$ cat config.mk
export PLATFORM = sky130hd
export DESIGN_NAME = dct_top
export DESIGN_NICKNAME = d
export VERILOG_FILES = /design/src/dct_gap_cnt.v /design/src/dct_top.v
export VERILOG_INCLUDE_DIRS = /design/src
export SDC_FILE = /design/constraint.sdc
export NUM_CORES = 2
export LEC_CHECK = 0
export ABC_AREA = 1
export BUFFER_PORTS_ARGS = -buffer_cell sky130_fd_sc_hd__buf_2
export CAP_MARGIN = 20
export CORE_ASPECT_RATIO = 1.25
export CORE_UTILIZATION = 50
export CTS_CLUSTER_DIAMETER = 60
export DETAILED_ROUTE_END_ITERATION = 10
export PLACE_DENSITY = 0.66
export SYNTH_ARGS = -nofsm -noshare
export SYNTH_HDL_FRONTEND = slang
export SYNTH_HIERARCHICAL = 1
export SYNTH_SLANG_ARGS = --single-unit
$ cat constraint.sdc
create_clock -name i_mclk -period 5.1 [get_ports i_mclk]
set_input_delay 0.51 -clock i_mclk [delete_from_list [all_inputs] [get_ports i_mclk]]
set_output_delay 0.51 -clock i_mclk [all_outputs]
set_load 0.1 [all_outputs]
$ cat src/dct_consts.vh
// Constants for the DRAM command timing block
`ifndef DCT_CONSTS_VH
`define DCT_CONSTS_VH

`define DCT_ADDR_W            8
`define DCT_ADDR_CTRL         8'h40
`define DCT_ADDR_STATUS       8'h44
`define DCT_ADDR_TIMING_A     8'h48
`define DCT_ADDR_TIMING_B     8'h4C

`define DCT_TIMING_A_RST      31'h0000_0000
`define DCT_TIMING_B_RST      19'h0_0000
`define DCT_CTRL_RST          2'h0

`define DCT_RC_HI             21
`define DCT_RC_LO             16
`define DCT_RFC_HI            15
`define DCT_RFC_LO            8
`define DCT_RRD_HI            7
`define DCT_RRD_LO            4
`define DCT_REFI_HI           3
`define DCT_REFI_LO           0

`define DCT_W2RDR_HI          18
`define DCT_W2RDR_LO          16
`define DCT_R2W_HI            15
`define DCT_R2W_LO            12
`define DCT_W2R_HI            11
`define DCT_W2R_LO            8
`define DCT_R2R_HI            7
`define DCT_R2R_LO            4
`define DCT_W2W_HI            3
`define DCT_W2W_LO            0

`define DCT_GEAR_1_1          2'h0
`define DCT_GEAR_5_4          2'h1
`define DCT_GEAR_4_5          2'h2

`define DCT_SF_PKTS_STD       6'h2A
`define DCT_SF_PKTS_4_5       6'h28

`define DCT_CMD_ACT           2'h0
`define DCT_CMD_REF           2'h1
`define DCT_CMD_RD            2'h2
`define DCT_CMD_WR            2'h3

`endif

$ cat src/dct_gap_cnt.v
// Loadable down-counter that reports a command gap still running
`timescale 1ns/100ps
module dct_gap_cnt #(
  parameter W = 4
) (
  input  wire         i_mclk,
  input  wire         i_sys_rst,
  input  wire         i_load,
  input  wire [W-1:0] i_val,
  output wire         o_busy
);

  reg  [W-1:0] cnt_r;
  reg  [W-1:0] cnt_nxt;

  // Loaded with N at issue; the next command may go N cycles later
  assign o_busy = (cnt_r > {{(W-1){1'b0}}, 1'b1});

  always @*
  begin
    cnt_nxt = cnt_r;
    if (i_load)
      cnt_nxt = i_val;
    else if (cnt_r != {W{1'b0}})
      cnt_nxt = cnt_r - {{(W-1){1'b0}}, 1'b1};
  end

  always @(posedge i_mclk or posedge i_sys_rst)
  begin
    if (i_sys_rst)
      cnt_r <= {W{1'b0}};
    else
      cnt_r <= cnt_nxt;
  end

endmodule

$ cat src/dct_top.v
// DRAM command spacing and refresh scheduling with its register port
//
// Our own choices: the register offsets and the strobed register port.
`timescale 1ns/100ps
`include "dct_consts.vh"
module dct_top #(
  parameter NUM_RANK = 8,
  parameter RANK_W   = 3,
  parameter RPD_W    = 1,
  parameter BANK_W   = 3
) (
  input  wire                   i_mclk,
  input  wire                   i_sys_rst,
  input  wire [`DCT_ADDR_W-1:0] i_reg_addr,
  input  wire [31:0]            i_reg_wdata,
  input  wire                   i_reg_wr,
  input  wire                   i_reg_rd,
  output wire [31:0]            o_reg_rdata,
  input  wire                   i_link_pkt,
  input  wire                   i_cmd_valid,
  input  wire [1:0]             i_cmd_type,
  input  wire [RANK_W-1:0]      i_cmd_rank,
  input  wire [BANK_W-1:0]      i_cmd_bank,
  output wire                   o_cmd_ack,
  output wire                   o_cmd_issue,
  output wire [1:0]             o_cmd_type,
  output wire [RANK_W-1:0]      o_cmd_rank,
  output wire [BANK_W-1:0]      o_cmd_bank,
  output wire                   o_ref_pending
);

  localparam NUM_BANK = 1 << BANK_W;
  localparam NUM_DIMM = NUM_RANK >> RPD_W;
  localparam DIMM_W   = RANK_W - RPD_W;
  localparam NUM_ROW  = NUM_RANK * NUM_BANK;
  reg  [30:0]              timing_a_r;
  reg  [18:0]              timing_b_r;
  reg  [1:0]               gear_r;
  reg  [31:0]              rdata_r;
  reg  [31:0]              rdata_nxt;
  reg  [5:0]               pkt_cnt_r;
  reg  [3:0]               sf_cnt_r;
  reg                      ref_pend_r;
  reg  [RANK_W-1:0]        ref_ptr_r;
  reg                      ack_r;
  reg                      issue_r;
  reg  [1:0]               type_r;
  reg  [RANK_W-1:0]        rank_r;
  reg  [BANK_W-1:0]        bank_r;
  reg  [BANK_W-1:0]        last_act_bank_r [0:NUM_RANK-1];
  reg  [RANK_W-1:0]        last_wr_rank_r  [0:NUM_DIMM-1];
  reg  [RANK_W-1:0]        last_rd_rank_r  [0:NUM_DIMM-1];
  wire [NUM_ROW-1:0]       row_busy;
  wire [NUM_RANK-1:0]      rank_rows_busy;
  wire [NUM_RANK-1:0]      rrd_busy;
  wire [NUM_RANK-1:0]      w2r_busy;
  wire [NUM_DIMM-1:0]      r2w_busy;
  wire [NUM_DIMM-1:0]      w2w_busy;
  wire [NUM_DIMM-1:0]      w2rdr_busy;
  wire [NUM_DIMM-1:0]      r2r_busy;
  wire                     rfc_busy;
  wire [3:0]               refi;
  wire                     ref_off;
  wire [5:0]               sf_pkts;
  wire                     sf_end;
  wire                     slot_tick;
  wire [DIMM_W-1:0]        cand_dimm;
  wire [DIMM_W-1:0]        iss_dimm;
  reg                      cmd_ok;
  reg                      ref_ok;
  wire                     go_ref;
  wire                     go_cmd;
  wire                     iss;
  wire [1:0]               iss_type;
  wire [RANK_W-1:0]        iss_rank;
  wire [BANK_W-1:0]        iss_bank;
  wire                     iss_act;
  wire                     iss_ref;
  wire                     iss_rd;
  wire                     iss_wr;
  integer                  k;
  assign o_reg_rdata   = rdata_r;
  assign o_cmd_ack     = ack_r;
  assign o_cmd_issue   = issue_r;
  assign o_cmd_type    = type_r;
  assign o_cmd_rank    = rank_r;
  assign o_cmd_bank    = bank_r;
  assign o_ref_pending = ref_pend_r;

  // Register port: writes take effect at the strobe edge
  always @(posedge i_mclk or posedge i_sys_rst)
  begin
    if (i_sys_rst)
    begin
      timing_a_r <= `DCT_TIMING_A_RST;
      timing_b_r <= `DCT_TIMING_B_RST;
      gear_r     <= `DCT_CTRL_RST;
    end
    else if (i_reg_wr)
    begin
      case (i_reg_addr)
        `DCT_ADDR_TIMING_A: timing_a_r <= i_reg_wdata[30:0];
        `DCT_ADDR_TIMING_B: timing_b_r <= i_reg_wdata[18:0];
        `DCT_ADDR_CTRL:     gear_r     <= i_reg_wdata[1:0];
        default:            gear_r     <= gear_r;
      endcase
    end
  end

  always @*
  begin
    rdata_nxt = 32'h0000_0000;
    if (i_reg_rd)
    begin
      case (i_reg_addr)
        `DCT_ADDR_TIMING_A: rdata_nxt = {1'b0, timing_a_r};
        `DCT_ADDR_TIMING_B: rdata_nxt = {13'h0000, timing_b_r};
        `DCT_ADDR_CTRL:     rdata_nxt = {30'h0000_0000, gear_r};
        `DCT_ADDR_STATUS:   rdata_nxt = {4'h0, pkt_cnt_r, 2'h0, sf_cnt_r,
                                         {(8-RANK_W){1'b0}}, ref_ptr_r,
                                         7'h00, ref_pend_r};
        default:            rdata_nxt = 32'h0000_0000;
      endcase
    end
  end

  // Read data stands only in the cycle after the strobe
  always @(posedge i_mclk or posedge i_sys_rst)
  begin
    if (i_sys_rst)
      rdata_r <= 32'h0000_0000;
    else
      rdata_r <= rdata_nxt;
  end

  // Refresh slot timer counts link packets, then superframes
  assign refi      = timing_a_r[`DCT_REFI_HI:`DCT_REFI_LO];
  assign ref_off   = (refi == 4'h0);
  assign sf_pkts   = (gear_r == `DCT_GEAR_4_5) ? `DCT_SF_PKTS_4_5 : `DCT_SF_PKTS_STD;
  // Ranks are served in turn, so each rank sees one slot in every eight
  assign sf_end    = i_link_pkt & (pkt_cnt_r >= sf_pkts - 6'h01);
  assign slot_tick = ~ref_off & sf_end & (sf_cnt_r >= refi - 4'h1);

  always @(posedge i_mclk or posedge i_sys_rst)
  begin
    if (i_sys_rst)
    begin
      pkt_cnt_r  <= 6'h00;
      sf_cnt_r   <= 4'h0;
      ref_pend_r <= 1'b0;
      ref_ptr_r  <= {RANK_W{1'b0}};
    end
    else if (ref_off)
    begin
      pkt_cnt_r  <= 6'h00;
      sf_cnt_r   <= 4'h0;
      ref_pend_r <= 1'b0;
      ref_ptr_r  <= {RANK_W{1'b0}};
    end
    else
    begin
      if (sf_end)
        pkt_cnt_r <= 6'h00;
      else if (i_link_pkt)
        pkt_cnt_r <= pkt_cnt_r + 6'h01;
      if (slot_tick)
        sf_cnt_r <= 4'h0;
      else if (sf_end)
        sf_cnt_r <= sf_cnt_r + 4'h1;
      // A new slot wins over the clear by the refresh being issued
      ref_pend_r <= slot_tick | (ref_pend_r & ~go_ref);
      if (go_ref)
        ref_ptr_r <= ref_ptr_r + {{(RANK_W-1){1'b0}}, 1'b1};
    end
  end

  assign cand_dimm = i_cmd_rank[RANK_W-1:RPD_W];
  // Legality checks against the running gap counters
  always @*
  begin
    ref_ok = ~rank_rows_busy[ref_ptr_r] & ~rfc_busy & ~rrd_busy[ref_ptr_r];
    cmd_ok = 1'b0;
    case (i_cmd_type)
      `DCT_CMD_ACT:
        cmd_ok = ~row_busy[{i_cmd_rank, i_cmd_bank}] & ~rfc_busy &
                 ~(rrd_busy[i_cmd_rank] &
                   (last_act_bank_r[i_cmd_rank] != i_cmd_bank));
      `DCT_CMD_REF:
        cmd_ok = ~rank_rows_busy[i_cmd_rank] & ~rfc_busy & ~rrd_busy[i_cmd_rank];
      `DCT_CMD_RD:
        cmd_ok = ~w2r_busy[i_cmd_rank] &
                 ~(w2rdr_busy[cand_dimm] &
                   (last_wr_rank_r[cand_dimm] != i_cmd_rank)) &
                 ~(r2r_busy[cand_dimm] &
                   (last_rd_rank_r[cand_dimm] != i_cmd_rank));
      `DCT_CMD_WR:
        cmd_ok = ~r2w_busy[cand_dimm] & ~w2w_busy[cand_dimm];
      default:
        cmd_ok = 1'b0;
    endcase
  end

  // Refresh due takes priority; the ack gap keeps a held candidate from going twice
  // A slot pending when software zeroes the interval must not still go out
  assign go_ref   = ref_pend_r & ~ref_off & ref_ok;
  assign go_cmd   = i_cmd_valid & ~ref_pend_r & ~ack_r & cmd_ok;
  assign iss      = go_ref | go_cmd;
  assign iss_type = go_ref ? `DCT_CMD_REF : i_cmd_type;
  assign iss_rank = go_ref ? ref_ptr_r : i_cmd_rank;
  assign iss_bank = go_ref ? {BANK_W{1'b0}} : i_cmd_bank;
  assign iss_dimm = iss_rank[RANK_W-1:RPD_W];
  assign iss_act  = iss & (iss_type == `DCT_CMD_ACT);
  assign iss_ref  = iss & (iss_type == `DCT_CMD_REF);
  assign iss_rd   = iss & (iss_type == `DCT_CMD_RD);
  assign iss_wr   = iss & (iss_type == `DCT_CMD_WR);

  always @(posedge i_mclk or posedge i_sys_rst)
  begin
    if (i_sys_rst)
    begin
      ack_r   <= 1'b0;
      issue_r <= 1'b0;
      type_r  <= 2'h0;
      rank_r  <= {RANK_W{1'b0}};
      bank_r  <= {BANK_W{1'b0}};
    end
    else
    begin
      ack_r   <= go_cmd;
      issue_r <= iss;
      type_r  <= iss_type;
      rank_r  <= iss_rank;
      bank_r  <= iss_bank;
    end
  end

  // History needed by the different-bank and different-rank checks
  always @(posedge i_mclk or posedge i_sys_rst)
  begin
    if (i_sys_rst)
    begin
      for (k = 0; k < NUM_RANK; k = k + 1)
        last_act_bank_r[k] <= {BANK_W{1'b0}};
      for (k = 0; k < NUM_DIMM; k = k + 1)
      begin
        last_wr_rank_r[k] <= {RANK_W{1'b0}};
        last_rd_rank_r[k] <= {RANK_W{1'b0}};
      end
    end
    else
    begin
      if (iss_act)
        last_act_bank_r[iss_rank] <= iss_bank;
      if (iss_wr)
        last_wr_rank_r[iss_dimm] <= iss_rank;
      if (iss_rd)
        last_rd_rank_r[iss_dimm] <= iss_rank;
    end
  end

  // Refresh recovery is shared by the whole branch
  dct_gap_cnt #(.W(8)) u_rfc (
    .i_mclk    (i_mclk), .i_sys_rst (i_sys_rst),
    .i_load    (iss_ref),
    .i_val     (timing_a_r[`DCT_RFC_HI:`DCT_RFC_LO]),
    .o_busy    (rfc_busy)
  );
  genvar g;
  generate
    for (g = 0; g < NUM_ROW; g = g + 1)
    begin : g_bank
      dct_gap_cnt #(.W(6)) u_rc (
        .i_mclk    (i_mclk), .i_sys_rst (i_sys_rst),
        .i_load    (iss_act & ({iss_rank, iss_bank} == g)),
        .i_val     (timing_a_r[`DCT_RC_HI:`DCT_RC_LO]),
        .o_busy    (row_busy[g])
      );
    end
    for (g = 0; g < NUM_RANK; g = g + 1)
    begin : g_rank
      assign rank_rows_busy[g] = |row_busy[g*NUM_BANK +: NUM_BANK];
      dct_gap_cnt #(.W(4)) u_rrd (
        .i_mclk    (i_mclk), .i_sys_rst (i_sys_rst),
        .i_load    (iss_act & (iss_rank == g)),
        .i_val     (timing_a_r[`DCT_RRD_HI:`DCT_RRD_LO]),
        .o_busy    (rrd_busy[g])
      );
      dct_gap_cnt #(.W(4)) u_w2r (
        .i_mclk    (i_mclk), .i_sys_rst (i_sys_rst),
        .i_load    (iss_wr & (iss_rank == g)),
        .i_val     (timing_b_r[`DCT_W2R_HI:`DCT_W2R_LO]),
        .o_busy    (w2r_busy[g])
      );
    end
    for (g = 0; g < NUM_DIMM; g = g + 1)
    begin : g_dimm
      dct_gap_cnt #(.W(4)) u_r2w (
        .i_mclk    (i_mclk), .i_sys_rst (i_sys_rst),
        .i_load    (iss_rd & (iss_dimm == g)),
        .i_val     (timing_b_r[`DCT_R2W_HI:`DCT_R2W_LO]),
        .o_busy    (r2w_busy[g])
      );
      dct_gap_cnt #(.W(4)) u_r2r (
        .i_mclk    (i_mclk), .i_sys_rst (i_sys_rst),
        .i_load    (iss_rd & (iss_dimm == g)),
        .i_val     (timing_b_r[`DCT_R2R_HI:`DCT_R2R_LO]),
        .o_busy    (r2r_busy[g])
      );
      dct_gap_cnt #(.W(4)) u_w2w (
        .i_mclk    (i_mclk), .i_sys_rst (i_sys_rst),
        .i_load    (iss_wr & (iss_dimm == g)),
        .i_val     (timing_b_r[`DCT_W2W_HI:`DCT_W2W_LO]),
        .o_busy    (w2w_busy[g])
      );
      dct_gap_cnt #(.W(3)) u_w2rdr (
        .i_mclk    (i_mclk), .i_sys_rst (i_sys_rst),
        .i_load    (iss_wr & (iss_dimm == g)),
        .i_val     (timing_b_r[`DCT_W2RDR_HI:`DCT_W2RDR_LO]),
        .o_busy    (w2rdr_busy[g])
      );
    end
  endgenerate

endmodule

==> out/results.tsv <==
metric	value	unit
status	completed	
clock sinks	671	
Synth Flop Type	dfrtp_1	
pin count of the biggest net entering global routing	94	
mapped cell area	44790	um2
Hold Fails Final Rpt	0	
Setup crit start	g_bank[51].u_rc/cnt_r[0]	
wire per inst	15.11	um
min cycle time layout	4.647	ns
placed cell count	7627	
Hold Crit Start	i_reg_wdata[23]	
clk root buf	clkbuf_16	
Vias/cell	5.077	
die area	90780	um2
global routing's busiest layer	met2	
setup violators final	0	
met2 Use GR	0.4621	
Final Max Tran Viols	0	
top post-synthesis cells by count	2120 x nand2_1, 834 x inv_1, 671 x dfrtp_1, 552 x nor2_1, 413 x o21ai_0	
clock share of power	0.210	
Sw Pwr	11610	uW
post-CTS setup buffers	0	
crit path launch type	register	
Clock transition at path regs	0.06	ns
unrepaired setup endpoints after global routing	false	
Congestion Overflow GR	0	
combinational power share	0.438	
CP endpoint kind	register	
sequential power share	0.352	
die span in x	269.7	um
Seq/Total Area, Yosys	0.3749	
gpl congestion	0.8858	
GRT Total Usage	0.2615	
r2r endpoint	g_bank[7].u_rc/cnt_r[4]	
synthesis-to-layout area growth	9.918	%
Cells after Synth	6390	
number of synthesized flops with an enable pin	0	
Leak	0.02510	uW
Pint	15460	uW
initial antenna violation count	0	
crit path DAT	5.17	ns
total core area	88690	um2
Yosys top cell by area	dfrtp_1	
Final Skew	0.02016	ns
critical setup path kind	reg2reg	
Syn Nets	6718	
vias	39420	
PD cells	549.9	nW/um2
Fmax	215.2	MHz
worst-case clock buffer depth	3	
Iter 0 DRT Violations	2610	
Slowest-stage cell, CP	nor2_1	
most used cell along the critical path	nor2_1	
Synth async-reset ratio	1.000	
Core Rows	122	
Initial Utilization	0.5050	
first-pass GRT wire length	193000	um
Num CTS Buffers	74	
Slew headroom	0.2433	
CTS tree	yes	
Post-Syn Area per Cell	7.009	um2
fraction of layout instances using a drive strength above 1	0.1029	
synth top area cells	dfrtp_1 37%, nand2_1 18%, ha_1 7.7%, inv_1 7.0%, nor2_1 4.6%	
VDD IR-drop max	365.3	uV
number of synthesis warnings	6	
top-count cell post-synth	nand2_1	
IO Pins	97	
crit path to	g_bank[7].u_rc/cnt_r[4]	
die height	336.6	um
worst-path cell chain	inv_1 -> ha_1 -> o21ai_0 -> nor2_1 -> nand2_1 -> nor2_1 -> nand3_1 -> nand3_1 -> nand4_1 -> nand2_2 -> o21ai_1 -> buf_4 -> inv_1 -> nand2_1 -> nor2_2 -> inv_2 -> nor2_1 -> inv_1 -> or2_1 -> nand2_1 -> nor2_1	
DP HPWL	82110	um
GRT met3 Usage	0.03440	
latest clock arrival within the worst-skew pair	0.64	ns
r2r startpoint	g_bank[51].u_rc/cnt_r[0]	
Fin Setup TNS	0	ns
Worst Path Required	5.62	ns
vias in the first global route	38211	
Ant. Diodes	0	
CTS H-tree depth	3	
R2R setup slack	0.45	ns
R2R depth	21	
Yosys cell types	51	
WL final	117300	um
synthesis-stage register bit count	671	
drt pass-1 iters	8	
non-filler cells, final	7764	
Yosys top cell area share	0.3749	
Worst Tran Pin Value	1.135	ns
Crit path largest cell delay	0.48	ns
met1 usage	0.3182	
Hold Path Class	in2reg	
Residual DRC	0	
number of I/O port buffers	94	
Routed Antenna Nets	0	
total of max-cap violations	0	
NumNets Final	6855	
Sw Share	0.4290	
worst-path fanout max	14	
fin crit share	0.9111	
[layout make-up]
type | instances | area (um2)
tap | 1178 | 1474
clock inverter | 22 | 269.0
inverter | 942 | 3542
sequential | 671 | 16810
multi-input combinational | 4659 | 23670
fill | 8384 | 39460
clock buffer | 113 | 2295
timing repair buffer | 179 | 1162
[sequential cells by signal (all words and copies together), names as in the netlist, 6 cells and up]
name / cells
g_bank.u_rc/cnt_r: 384
g_rank.u_rrd/cnt_r: 32
g_rank.u_w2r/cnt_r: 32
o_reg_rdata: 31
timing_a_r: 31
last_act_bank_r: 24
timing_b_r: 19
g_dimm.u_r2r/cnt_r: 16
g_dimm.u_r2w/cnt_r: 16
g_dimm.u_w2w/cnt_r: 16
g_dimm.u_w2rdr/cnt_r: 12
last_rd_rank_r: 12
last_wr_rank_r: 12
u_rfc/cnt_r: 8
pkt_cnt_r: 6
[metal layers]
metal / up-vias / wire length (um)
li1: 20202 / -
met1: 18188 / 49680
met2: 803 / 57260
met3: 227 / 5798
met4: 0 / 4588
met5: - / 0
[metrics by stage]
step	instance area, um2	power [uW]	hold WS [ns]	setup slack (ns)	util
finish	49230	27070	0.09715	0.4532	0.5551
global route	49230	29790	0.08556	0.04784	0.5551
CTS	49210	27210	0.06622	0.3812	0.5549
detailed placement	46640	21390	0.4393	0.4218	0.5258
global placement	46640	20960	0.4339	0.4654	0.5258
floorplan	44790	18810	0.2636	0.4118	-
[critical path, delay by kind of cell (launching register included)]
family / cells / cell delay, ns
and+or+nand+nor: 13 / 2.66
buffers and inverters: 5 / 0.87
DFF: 1 / 0.40
adders and majority gates: 1 / 0.28
AOI/OAI and AO/OA: 2 / 0.32
[power groups by stage]
stage | Combinational [uW] | Sequential [uW] | Clock [uW]
floorplan | 9660 | 9140 | 0
global placement | 11400 | 9530 | 0
detailed placement | 11800 | 9580 | 0
CTS | 11900 | 9510 | 5810
global route | 14000 | 9840 | 6000
finish | 11900 | 9530 | 5680
[timing repair]
action	CTS	global route
hold buffers	1	0
endpoints found under the hold margin	68	0
resized for setup	0	1
setup endpoints to repair	0	30
[kinds of logic (layout without fill, tap and decap cells)]
group	after synthesis	after routing	synth area share
AOI/OAI and AO/OA	711	711	0.08144
xor gates and xnor gates	103	103	0.02014
adders and majority gates	274	274	0.07655
buffers and inverters	1060	1256	0.09680
DFF	671	671	0.3749
muxes	7	7	0.001760
other	1	1	0.00008373
and+or+nand+nor	3563	3563	0.3483
[cells in the final DEF (no fill, tap or decap), types with 7 or more instances in the layout]
cell,synthesis,layout
ha_1,274,274
or2_1,65,65
nor2_2,102,103
xor2_1,8,8
buf_4,76,80
o21ai_1,230,230
xnor2_1,95,95
dfrtp_1,671,665
clkbuf_8,0,19
a21oi_1,38,38
nor2_4,33,33
buf_2,20,93
o211ai_1,8,8
inv_1,834,833
nor2_1,552,551
nand3_1,400,400
clkinv_1,65,65
clkbuf_16,0,79
clkbuf_1,15,15
inv_2,42,42
nand3_2,72,72
clkinv_2,1,14
mux2_2,7,7
nand4_1,92,92
nor3_1,9,7
nand2_1,2120,2120
nand2_2,99,99
o21ai_0,413,413
[how the worst min path moves through the flow]
stage                                 endpoint  slack, ns  depth (start not counted)
floorplan           g_dimm[0].u_w2rdr/cnt_r[0]       0.26                          1
global placement             last_wr_rank_r[5]       0.43                          2
detailed placement           last_wr_rank_r[5]       0.44                          2
CTS                             timing_a_r[26]       0.07                          2
global route                    timing_a_r[26]       0.09                          2
finish                          timing_a_r[23]        0.1                          2
Power figures use the tool's default switching activity.
